===== src/verilog/scrb_pkg.sv =====
// Purpose: Shared constants and types for the status and configuration register bank
// Assumes: Register addresses are byte addresses on a 32-bit register port
// Notes: Word lists are indexed in the order the offsets appear below
`default_nettype none
package scrb_pkg;
    localparam int N_CFG = 28;
    localparam int N_STAT = 28;
    localparam int IDX_W = 5;
    localparam int OFFS_W = 12;

    // Configuration word offsets
    localparam logic [11:0] CFG_OFFS [N_CFG] = '{
        12'h090, 12'h094, 12'h098, 12'h09C, 12'h0A0, 12'h0A4, 12'h0A8,
        12'h0AC, 12'h0B0, 12'h0B4, 12'h0B8, 12'h0BC, 12'h0C0, 12'h0C4,
        12'h0D4, 12'h0E0, 12'h0E4, 12'h0F8, 12'h100, 12'h104, 12'h108,
        12'h10C, 12'h110, 12'h114, 12'h130, 12'h134, 12'h138, 12'h13C
    };
    // Pause words span these indices; the rate switch word is the last one
    localparam int CFG_PAUSE_FIRST = 0;
    localparam int CFG_PAUSE_LAST = 13;
    localparam int CFG_RATE_IDX = 27;
    localparam logic [31:0] CFG_RESET_VAL = 32'h0000_0000;

    // Status word offsets
    localparam logic [11:0] STAT_OFFS [N_STAT] = '{
        12'h400, 12'h404, 12'h408, 12'h40C, 12'h410, 12'h414, 12'h418,
        12'h41C, 12'h420, 12'h424, 12'h428, 12'h43C, 12'h440, 12'h448,
        12'h44C, 12'h450, 12'h454, 12'h458, 12'h45C, 12'h460, 12'h9F0,
        12'h464, 12'h468, 12'h46C, 12'h470, 12'h474, 12'h478, 12'h47C
    };
    localparam int STAT_TX_PAUSE_IDX = 15;
    localparam int STAT_RX_PAUSE_IDX = 16;
    // Set bit marks a word cleared by the transmit-path reset
    localparam logic [N_STAT-1:0] STAT_TX_MASK = 28'h000C001;

    localparam logic [1:0] RESP_OKAY = 2'h0;
    localparam logic [1:0] RESP_SLVERR = 2'h2;

    // Result of decoding one address
    typedef struct packed {
        logic hit;
        logic is_stat;
        logic [IDX_W-1:0] idx;
    } scrb_dec_s;
endpackage
`default_nettype wire


===== src/verilog/scrb_regbank.sv =====
// Purpose: Register bank for configuration and status words behind an AXI4-Lite slave
// Assumes: Host keeps valid high until ready; path resets are synchronous to the clock
// Notes: Optional words are decoded only when their build option is set
//
// Overview of operation
// - Status words are read-only; host writes leave them unchanged.
// - Reading a status word returns its value and clears it.
// - Register-interface reset clears all transmit and receive status words.
// - Receive-path reset clears only the receive-side status words.
// - Transmit-path reset clears only the transmit-side status words.
// - Pause configuration and pause status words exist only in the MAC+PCS build.
// - The rate switch word exists only when runtime switching is built.
// - FEC, autoneg, training and user words decode at fixed offsets.
// - Second autoneg link-control status word sits at its own offset.
// - Registers are whole 32-bit aligned words; write strobes are ignored.
// - Unassigned addresses are reserved and answer with an error response.
// - Register-interface reset is asynchronous, active low, forcing defaults.
`timescale 1ns/1ps
`default_nettype none
module scrb_regbank #(
    parameter bit MAC_PCS = 1'b1,            // Combined MAC and PCS build
    parameter bit RATE_SWITCH = 1'b1,        // Runtime rate switching built
    parameter int NCFG = scrb_pkg::N_CFG,    // Configuration word count
    parameter int NSTAT = scrb_pkg::N_STAT   // Status word count
) (
    input wire logic clock_in,                          // Clock
    input wire logic rst_b_in,                          // Async reset, active low
    input wire logic tx_reset_in,                       // Transmit-path reset, high
    input wire logic rx_reset_in,                       // Receive-path reset, high
    input wire logic [NSTAT*32-1:0] stat_set_in,        // Event bits per status word
    output logic [NCFG*32-1:0] cfg_words_out,           // Configuration words
    input wire logic [31:0] s_axi_awaddr_in,            // Write address
    input wire logic s_axi_awvalid_in,                  // Write address valid
    output logic s_axi_awready_out,                     // Write address ready
    input wire logic [31:0] s_axi_wdata_in,             // Write data
    input wire logic [3:0] s_axi_wstrb_in,              // Byte strobes, unused
    input wire logic s_axi_wvalid_in,                   // Write data valid
    output logic s_axi_wready_out,                      // Write data ready
    output logic [1:0] s_axi_bresp_out,                 // Write response
    output logic s_axi_bvalid_out,                      // Write response valid
    input wire logic s_axi_bready_in,                   // Write response ready
    input wire logic [31:0] s_axi_araddr_in,            // Read address
    input wire logic s_axi_arvalid_in,                  // Read address valid
    output logic s_axi_arready_out,                     // Read address ready
    output logic [31:0] s_axi_rdata_out,                // Read data
    output logic [1:0] s_axi_rresp_out,                 // Read response
    output logic s_axi_rvalid_out,                      // Read valid
    input wire logic s_axi_rready_in                    // Read ready
);
    localparam int IW = scrb_pkg::IDX_W;

    scrb_pkg::scrb_dec_s wdec;
    scrb_pkg::scrb_dec_s rdec;
    scrb_pkg::scrb_dec_s rd_dec_q;
    logic aw_rdy_q;
    logic w_rdy_q;
    logic bvalid_q;
    logic [1:0] bresp_q;
    logic ar_rdy_q;
    logic rd_pend_q;
    logic rvalid_q;
    logic [1:0] rresp_q;
    logic [31:0] rdata_q;
    logic [31:0] stat_hold_q;
    logic wr_fire;
    logic rd_fire;
    logic cfg_wr_en;
    logic cfg_rd_en;
    logic [31:0] cfg_rd_data;
    logic [31:0] stat_val [NSTAT];
    logic [NSTAT-1:0] stat_clr;

    // Optional words answer as reserved when their option is not built
    function automatic logic cfg_present(input int i);
        logic ok;
        ok = 1'b1;
        if (i >= scrb_pkg::CFG_PAUSE_FIRST && i <= scrb_pkg::CFG_PAUSE_LAST) begin
            ok = MAC_PCS;
        end
        if (i == scrb_pkg::CFG_RATE_IDX) begin
            ok = RATE_SWITCH;
        end
        return ok;
    endfunction

    function automatic logic stat_present(input int i);
        logic ok;
        ok = 1'b1;
        if (i == scrb_pkg::STAT_TX_PAUSE_IDX || i == scrb_pkg::STAT_RX_PAUSE_IDX) begin
            ok = MAC_PCS;
        end
        return ok;
    endfunction

    function automatic scrb_pkg::scrb_dec_s decode(input logic [31:0] addr);
        scrb_pkg::scrb_dec_s d;
        logic in_range;
        d = '0;
        in_range = (addr[31:scrb_pkg::OFFS_W] == '0) && (addr[1:0] == 2'h0);
        for (int i = 0; i < NCFG; i++) begin
            if (in_range && addr[scrb_pkg::OFFS_W-1:0] == scrb_pkg::CFG_OFFS[i]
                && cfg_present(i)) begin
                d.hit = 1'b1;
                d.is_stat = 1'b0;
                d.idx = IW'(i);
            end
        end
        for (int i = 0; i < NSTAT; i++) begin
            if (in_range && addr[scrb_pkg::OFFS_W-1:0] == scrb_pkg::STAT_OFFS[i]
                && stat_present(i)) begin
                d.hit = 1'b1;
                d.is_stat = 1'b1;
                d.idx = IW'(i);
            end
        end
        return d;
    endfunction

    always_comb begin
        wdec = decode(s_axi_awaddr_in);
        rdec = decode(s_axi_araddr_in);
    end

    assign wr_fire = aw_rdy_q && s_axi_awvalid_in && s_axi_wvalid_in;
    assign rd_fire = ar_rdy_q && s_axi_arvalid_in;

    // Write channel: address and data are taken together
    always_ff @(posedge clock_in or negedge rst_b_in) begin
        if (!rst_b_in) begin
            aw_rdy_q <= 1'b0;
            w_rdy_q <= 1'b0;
        end else if (wr_fire) begin
            aw_rdy_q <= 1'b0;
            w_rdy_q <= 1'b0;
        end else if (s_axi_awvalid_in && s_axi_wvalid_in && !bvalid_q && !aw_rdy_q) begin
            aw_rdy_q <= 1'b1;
            w_rdy_q <= 1'b1;
        end
    end

    always_ff @(posedge clock_in or negedge rst_b_in) begin
        if (!rst_b_in) begin
            bvalid_q <= 1'b0;
            bresp_q <= scrb_pkg::RESP_OKAY;
        end else if (wr_fire) begin
            bvalid_q <= 1'b1;
            bresp_q <= wdec.hit ? scrb_pkg::RESP_OKAY : scrb_pkg::RESP_SLVERR;
        end else if (bvalid_q && s_axi_bready_in) begin
            bvalid_q <= 1'b0;
        end
    end

    assign cfg_wr_en = wr_fire && wdec.hit && !wdec.is_stat;

    // Read channel: one read in flight at a time
    always_ff @(posedge clock_in or negedge rst_b_in) begin
        if (!rst_b_in) begin
            ar_rdy_q <= 1'b0;
        end else if (rd_fire) begin
            ar_rdy_q <= 1'b0;
        end else if (s_axi_arvalid_in && !ar_rdy_q && !rd_pend_q && !rvalid_q) begin
            ar_rdy_q <= 1'b1;
        end
    end

    always_ff @(posedge clock_in or negedge rst_b_in) begin
        if (!rst_b_in) begin
            rd_pend_q <= 1'b0;
            rd_dec_q <= '0;
            stat_hold_q <= '0;
        end else begin
            rd_pend_q <= rd_fire;
            if (rd_fire) begin
                rd_dec_q <= rdec;
                stat_hold_q <= stat_val[rdec.idx];
            end
        end
    end

    always_ff @(posedge clock_in or negedge rst_b_in) begin
        if (!rst_b_in) begin
            rvalid_q <= 1'b0;
            rresp_q <= scrb_pkg::RESP_OKAY;
            rdata_q <= '0;
        end else if (rd_pend_q) begin
            rvalid_q <= 1'b1;
            if (!rd_dec_q.hit) begin
                rresp_q <= scrb_pkg::RESP_SLVERR;
                rdata_q <= '0;
            end else begin
                rresp_q <= scrb_pkg::RESP_OKAY;
                rdata_q <= rd_dec_q.is_stat ? stat_hold_q : cfg_rd_data;
            end
        end else if (rvalid_q && s_axi_rready_in) begin
            rvalid_q <= 1'b0;
        end
    end

    assign cfg_rd_en = rd_fire && rdec.hit && !rdec.is_stat;

    scrb_cfg_mem #(
        .WORDS(NCFG),
        .WIDTH(32),
        .AW(IW),
        .RESET_VAL(scrb_pkg::CFG_RESET_VAL)
    ) u_cfg_mem (
        .clk_in(clock_in),
        .rst_b_in(rst_b_in),
        .wr_en_in(cfg_wr_en),
        .wr_idx_in(wdec.idx),
        .wr_data_in(s_axi_wdata_in),
        .rd_en_in(cfg_rd_en),
        .rd_idx_in(rdec.idx),
        .rd_data_out(cfg_rd_data),
        .words_out(cfg_words_out)
    );

    genvar g;
    generate
        for (g = 0; g < NSTAT; g++) begin : g_stat
            logic path_rst;
            logic [31:0] set_bits;
            assign path_rst = scrb_pkg::STAT_TX_MASK[g] ? tx_reset_in : rx_reset_in;
            assign set_bits = stat_present(g) ? stat_set_in[g*32 +: 32] : 32'h0000_0000;
            assign stat_clr[g] = rd_fire && rdec.hit && rdec.is_stat && (rdec.idx == IW'(g));
            scrb_stat_word #(
                .WIDTH(32)
            ) u_word (
                .clk_in(clock_in),
                .rst_b_in(rst_b_in),
                .path_reset_in(path_rst),
                .set_in(set_bits),
                .rd_clr_in(stat_clr[g]),
                .value_out(stat_val[g])
            );
        end
    endgenerate

    assign s_axi_awready_out = aw_rdy_q;
    assign s_axi_wready_out = w_rdy_q;
    assign s_axi_bvalid_out = bvalid_q;
    assign s_axi_bresp_out = bresp_q;
    assign s_axi_arready_out = ar_rdy_q;
    assign s_axi_rvalid_out = rvalid_q;
    assign s_axi_rresp_out = rresp_q;
    assign s_axi_rdata_out = rdata_q;
endmodule // scrb_regbank
`default_nettype wire


===== src/verilog/scrb_cfg_mem.sv =====
// Purpose: Configuration word store with registered read port
// Assumes: One write and one read per cycle at most
// Notes: All words are also presented in parallel to the datapath
`timescale 1ns/1ps
`default_nettype none
module scrb_cfg_mem #(
    parameter int WORDS = 28,
    parameter int WIDTH = 32,
    parameter int AW = 5,
    parameter logic [WIDTH-1:0] RESET_VAL = '0
) (
    input wire logic clk_in,                     // Clock
    input wire logic rst_b_in,                   // Async reset, active low
    input wire logic wr_en_in,                   // Write strobe
    input wire logic [AW-1:0] wr_idx_in,         // Write word index
    input wire logic [WIDTH-1:0] wr_data_in,     // Write data
    input wire logic rd_en_in,                   // Read strobe
    input wire logic [AW-1:0] rd_idx_in,         // Read word index
    output logic [WIDTH-1:0] rd_data_out,        // Registered read data
    output logic [WORDS*WIDTH-1:0] words_out     // All words in parallel
);
    logic [WIDTH-1:0] mem_q [WORDS];
    logic [WIDTH-1:0] rd_q;

    always_ff @(posedge clk_in or negedge rst_b_in) begin
        if (!rst_b_in) begin
            for (int i = 0; i < WORDS; i++) begin
                mem_q[i] <= RESET_VAL;
            end
        end else if (wr_en_in) begin
            mem_q[wr_idx_in] <= wr_data_in;
        end
    end

    always_ff @(posedge clk_in or negedge rst_b_in) begin
        if (!rst_b_in) begin
            rd_q <= '0;
        end else if (rd_en_in) begin
            rd_q <= mem_q[rd_idx_in];
        end
    end

    always_comb begin
        for (int i = 0; i < WORDS; i++) begin
            words_out[i*WIDTH +: WIDTH] = mem_q[i];
        end
    end

    assign rd_data_out = rd_q;
endmodule // scrb_cfg_mem
`default_nettype wire


===== src/verilog/scrb_stat_word.sv =====
// Purpose: One sticky, clear-on-read status word
// Assumes: Set bits are pulses or levels from the datapath, synchronous to the clock
// Notes: A set arriving with the read clear survives into the next read
`timescale 1ns/1ps
`default_nettype none
module scrb_stat_word #(
    parameter int WIDTH = 32
) (
    input wire logic clk_in,                 // Clock
    input wire logic rst_b_in,               // Async reset, active low
    input wire logic path_reset_in,          // Sync path reset, active high
    input wire logic [WIDTH-1:0] set_in,     // Event bits to accumulate
    input wire logic rd_clr_in,              // Read of this word, clears it
    output logic [WIDTH-1:0] value_out       // Accumulated value
);
    logic [WIDTH-1:0] value_q;

    always_ff @(posedge clk_in or negedge rst_b_in) begin
        if (!rst_b_in) begin
            value_q <= '0;
        end else if (path_reset_in) begin
            value_q <= '0;
        end else if (rd_clr_in) begin
            value_q <= set_in;
        end else begin
            value_q <= value_q | set_in;
        end
    end

    assign value_out = value_q;
endmodule // scrb_stat_word
`default_nettype wire


===== config.mk =====
export PLATFORM = sky130hd
export DESIGN_NAME = scrb_regbank
export DESIGN_NICKNAME = d
export VERILOG_FILES = /design/src/verilog/scrb_pkg.sv /design/src/verilog/scrb_regbank.sv /design/src/verilog/scrb_cfg_mem.sv /design/src/verilog/scrb_stat_word.sv
export SDC_FILE = /design/constraint.sdc
export NUM_CORES = 2
export LEC_CHECK = 0
export ABC_AREA = 0
export BUFFER_PORTS_ARGS = -buffer_cell sky130_fd_sc_hd__buf_2
export CORE_AREA = 2 2 763 765
export DETAILED_ROUTE_END_ITERATION = 10
export DIE_AREA = 0 0 765 767
export PLACE_DENSITY = 0.36
export SETUP_SLACK_MARGIN = 0.1
export SLEW_MARGIN = 20
export SYNTH_ARGS = -nofsm -noshare
export SYNTH_HDL_FRONTEND = slang
export SYNTH_HIERARCHICAL = 1
export SYNTH_SLANG_ARGS = --single-unit
export TNS_END_PERCENT = 5

===== constraint.sdc =====
create_clock -name clock_in -period 2.6 [get_ports clock_in]
set_input_delay 0.52 -clock clock_in [delete_from_list [all_inputs] [get_ports clock_in]]
set_output_delay 0.52 -clock clock_in [all_outputs]
set_load 0.01 [all_outputs]

==> results.py <==
metrics = {
    "layout": {
        "final-seq-area_um2": 47500,
        "area_of_the_multi_input_gates_um2": 40900,
        "instances_no_fill": 20000,
        "fin_area_um2": 145000,
        "drive_above_1_share_pct": 43.3,
        "n_fill_cell": 62000,
        "flow.area_growth_from_synthesis_pct": 58.1,
        "utilization_pct": 25.0,
        "final_nets": 13000,
    },
    "sta": {
        "timing.final.ws_setup_ns": -0.778,
        "worst_clock_skew_ns": 0.0577,
        "finalSetupViolCount": 1844,
        "relSlewSlack_pct": 29.1,
        "rsz0062_at_grt": "true",
        "max_slew.worst_pin.slew_ns": 1.06,
        "final_hold_viol_count": 0,
        "layout_min_cycle_time_ns": 3.38,
        "final_max_slew_viol_count": 0,
        "clock.fmax_mhz": 296,
        "finalSetupTns_ns": -797.50,
        "final_min_period_over_clock_period_pct": 130,
    },
    "clocking": {
        "tritoncts": "built",
        "clk_transition_reported_paths_ns": 0.06,
        "clkLatencyLatePin_ns": 0.96,
        "clockBufferDepth": 4,
        "cts_inserted_buffers": 272,
        "clock_tree.root_cell": "sky130_fd_sc_hd__clkbuf_16",
        "maximum_level_of_the_cts_h_tree": 5,
        "clkSinkCount": 1897,
    },
    "routing": {
        "drc": 0,
        "ant_nets": 0,
        "route.detailed.vias_per_inst": 4.10,
        "num_vias": 82100,
        "finalWirelength_um": 646000,
        "avgRoutedWirePerCell_um": 32.2,
        "drt_pass1_iterations": 6,
        "detailedRoute.firstIterationViolations": 5542,
    },
    "critical_path": {
        "cp-startpoint": "s_axi_awaddr_in[15]",
        "critical_path.max_fanout": 11,
        "timing.rr.start": "s_axi_arready_out$_DFFE_PN0P_",
        "worst_ep_arrival_time_ns": 4.19,
        "timing_worst_setup_path_type": "in -> reg",
        "sort_of_element_at_the_start_of_the_critical_path": "primary input",
        "worst_reg_to_reg_path_cell_count": 9,
        "end_kind": "flip-flop",
        "worstPathRequired_ns": 3.41,
    },
    "global_routing": {
        "grt_pass1_vias": 86700,
        "grt_antenna_before_repair": 139,
        "grt_pass1_wl_um": 838000,
        "groute.usage.overall_pct": 21.2,
        "overflow": 0,
        "largest_net_degree_at_the_start_of_global_routing": 100,
    },
    "synth": {
        "synth-warning-count": 6,
        "synth_cells": 8183,
        "synth_edf_count": 0,
        "synthesis.area_per_instance_um2": 11.2,
        "synth-main-ff-cell": "sky130_fd_sc_hd__dfrtp_1",
        "yosysSeqAreaShare_pct": 51.8,
        "postSynth.asyncResetShare_pct": 100,
        "yosys.cell_types.count": 91,
        "mappedNetlistArea_um2": 91700,
        "yosys_register_bits": 1897,
    },
    "min_path": {
        "timing.hold.worst.class": "in -> reg",
        "hold_depth": 3,
        "hold_path_startpoint": "stat_set_in[96]",
    },
    "power": {
        "power_leakage_nw": 71.3,
        "ir_drop_mv": 0.547,
        "power_density_nw_per_um2": 554,
        "combinationalPowerShare_pct": 12.3,
        "power.net_switching_mw": 23.2,
        "power.clock.fraction_pct": 47.6,
        "netSwitchingFraction_pct": 28.9,
        "share_seq_of_total_power_pct": 40.1,
        "internal_power_mw": 57.1,
    },
    "status": {
        "failed_checks": "setup timing",
        "status": "finished with violations",
    },
    "die": {
        "chipWidth_um": 765,
        "ios": 1942,
        "die_area_um2": 587000,
        "initial_utilization_pct": 15.8,
        "placementRows": 280,
        "die_height_um": 767,
        "core_um2": 579000,
    },
    "flow_run": {
        "max-cap-violations": 0,
    },
    "place": {
        "detailed_place_hpwl_um": 506000,
        "placed_area_um2": 120000,
        "portBuffers": 1935,
        "gp_congestion": 0.858,
        "post-place-cells": 18400,
    },
}
-- synth_stat cells, types with 12 or more instances --
| library cell | instances | area [um^2] |
|---|---|---|
| sky130_fd_sc_hd__o221a_1 | 13 | 146 |
| sky130_fd_sc_hd__a211oi_1 | 70 | 526 |
| sky130_fd_sc_hd__a222oi_1 | 32 | 320 |
| sky130_fd_sc_hd__inv_1 | 938 | 3520 |
| sky130_fd_sc_hd__o21ai_1 | 17 | 85.1 |
| sky130_fd_sc_hd__clkbuf_1 | 172 | 646 |
| sky130_fd_sc_hd__nor4_1 | 14 | 87.6 |
| sky130_fd_sc_hd__o221ai_1 | 19 | 166 |
| sky130_fd_sc_hd__a31oi_1 | 24 | 150 |
| sky130_fd_sc_hd__dfrtp_1 | 1897 | 47500 |
| sky130_fd_sc_hd__o22a_1 | 34 | 298 |
| sky130_fd_sc_hd__mux2i_1 | 532 | 5330 |
| sky130_fd_sc_hd__buf_6 | 38 | 428 |
| sky130_fd_sc_hd__a211o_1 | 13 | 114 |
| sky130_fd_sc_hd__nor2_1 | 110 | 413 |
| sky130_fd_sc_hd__o31a_1 | 18 | 158 |
| sky130_fd_sc_hd__a21oi_1 | 973 | 4870 |
| sky130_fd_sc_hd__nand3_1 | 61 | 305 |
| sky130_fd_sc_hd__nand2b_1 | 909 | 5690 |
| sky130_fd_sc_hd__nor3_1 | 21 | 105 |
| sky130_fd_sc_hd__buf_1 | 42 | 158 |
| sky130_fd_sc_hd__mux4_2 | 96 | 2160 |
| sky130_fd_sc_hd__o22ai_1 | 176 | 1100 |
| sky130_fd_sc_hd__or2_2 | 12 | 75.1 |
| sky130_fd_sc_hd__mux2_1 | 40 | 450 |
| sky130_fd_sc_hd__o21ai_0 | 81 | 405 |
| sky130_fd_sc_hd__buf_2 | 273 | 1370 |
| sky130_fd_sc_hd__buf_4 | 82 | 616 |
| sky130_fd_sc_hd__a22oi_1 | 100 | 751 |
| sky130_fd_sc_hd__mux2_2 | 1046 | 11800 |
| sky130_fd_sc_hd__nand2_1 | 171 | 642 |
-- cells by family (layout without fill, tap and decap cells) --
family / count (synthesis) / in the layout / synth area share, %
muxes: 1716 / 1716 / 21.5
xor gates and xnor gates: 6 / 6 / 0.0573
buffers and inverters: 1552 / 5590 / 7.41
and+or+nand+nor: 1389 / 1391 / 8.77
other: 1 / 70 / 0.00409
DFF: 1897 / 1897 / 51.8
AOI/OAI and AO/OA: 1622 / 1622 / 10.4
-- state kept, by name, indices dropped and copies added (netlist names), 2 cells and up --
register                 count
stat_hold_q                 32
g_stat.u_word/value_out    896
rd_dec_q                     2
u_cfg_mem/words_out        896
u_cfg_mem/rd_data_out       32
s_axi_rdata_out             32
-- metal layers --
| metal | routed length, um | global-route usage [%] |
|---|---|---|
| met3 | 38800 | 4.40 |
| met2 | 323000 | 37.5 |
| met4 | 31300 | 8.49 |
| met1 | 253000 | 24.7 |
| met5 | 172 | 0 |
-- layout by cell type (no fill, tap or decap), types with 68 or more instances in the layout --
cell,instances
sky130_fd_sc_hd__a21oi_1,939
sky130_fd_sc_hd__buf_12,293
sky130_fd_sc_hd__buf_2,1914
sky130_fd_sc_hd__buf_4,823
sky130_fd_sc_hd__buf_6,165
sky130_fd_sc_hd__clkbuf_1,72
sky130_fd_sc_hd__clkbuf_16,282
sky130_fd_sc_hd__dfrtp_1,1895
sky130_fd_sc_hd__diode_2,68
sky130_fd_sc_hd__dlygate4sd3_1,894
sky130_fd_sc_hd__inv_1,937
sky130_fd_sc_hd__mux2_2,920
sky130_fd_sc_hd__mux2_4,141
sky130_fd_sc_hd__mux2i_1,496
sky130_fd_sc_hd__mux4_2,96
sky130_fd_sc_hd__nand2_1,149
sky130_fd_sc_hd__nand2b_1,873
sky130_fd_sc_hd__nor2_1,73
sky130_fd_sc_hd__o21ai_0,69
sky130_fd_sc_hd__o22ai_1,109
-- cell type report --
class                   instances  area share (%)
clock inverters                68           0.588
flip-flops and latches       1897            32.8
well taps                    7755            6.70
diodes                         68           0.117
inverters                     942            2.46
repair buffers               4170            23.6
multi-input cells            4737            28.2
clock buffers                 410            5.56
-- through the flow --
step           total power [mW]  hold slack (ns)  worst slack [ns]
6_report                   80.3           0.0736            -0.778
5_1_grt                    83.1           0.0249            -0.807
4_1_cts                    81.6          0.00578            -0.673
3_5_place_dp               41.2            0.507             -2.50
3_3_place_gp               41.2            0.498             -2.93
2_1_floorplan              34.5            0.224             -1.40
-- repair_timing --
| item | CTS | global route |
|---|---|---|
| buffers inserted | 192 | 5 |
| endpoints found under the hold margin | 1398 | 0 |
| hold buffers | 894 | 0 |
| pin swaps | 192 | 16 |
| gates cloned | 26 | 4 |
| endpoints found under the setup margin | 1859 | 1857 |
| resized for setup | 716 | 176 |
-- power groups by stage --
| stage | Sequential, mW | Clock [mW] | Combinational [mW] |
|---|---|---|---|
| finish | 32.2 | 38.2 | 9.87 |
| global route | 32.3 | 40.4 | 10.4 |
| CTS | 32.2 | 39.3 | 10.1 |
| detailed placement | 32.7 | 0 | 8.47 |
| global placement | 32.7 | 0 | 8.48 |
| floorplan | 31.8 | 0 | 2.68 |
-- critical path, cell delays in order --
cell,delay [ns]
sky130_fd_sc_hd__buf_2,0.09
sky130_fd_sc_hd__or4_1,0.52
sky130_fd_sc_hd__nor4_2,0.15
sky130_fd_sc_hd__nand4_1,0.19
sky130_fd_sc_hd__or2_4,0.31
sky130_fd_sc_hd__buf_4,0.16
sky130_fd_sc_hd__nor2_4,0.10
sky130_fd_sc_hd__nand4_1,0.12
sky130_fd_sc_hd__o211ai_1,0.29
sky130_fd_sc_hd__o2111a_2,0.34
sky130_fd_sc_hd__or3b_4,0.51
sky130_fd_sc_hd__nor2_4,0.16
sky130_fd_sc_hd__buf_12,0.18
sky130_fd_sc_hd__buf_12,0.17
sky130_fd_sc_hd__mux2_2,0.33
-- path summary, 6_finish.rpt --
kind | endpoint | slack (ns)
setup reg to reg | stat_hold_q[20]$_DFFE_PN0P_ | -0.20
setup / recovery | u_cfg_mem/words_out[408]$_DFFE_PN0P_ | -0.78
hold reg to reg | u_cfg_mem/words_out[700]$_DFFE_PN0P_ | 0.52
min in group asynchronous | g_stat[27].u_word/value_out[19]$_DFF_PN0_ | 0.41
hold / removal | g_stat[3].u_word/value_out[0]$_DFF_PN0_ | 0.07
max in group asynchronous | u_cfg_mem/words_out[597]$_DFFE_PN0P_ | 1.22
No activity file was read; power rests on OpenSTA's default activity.
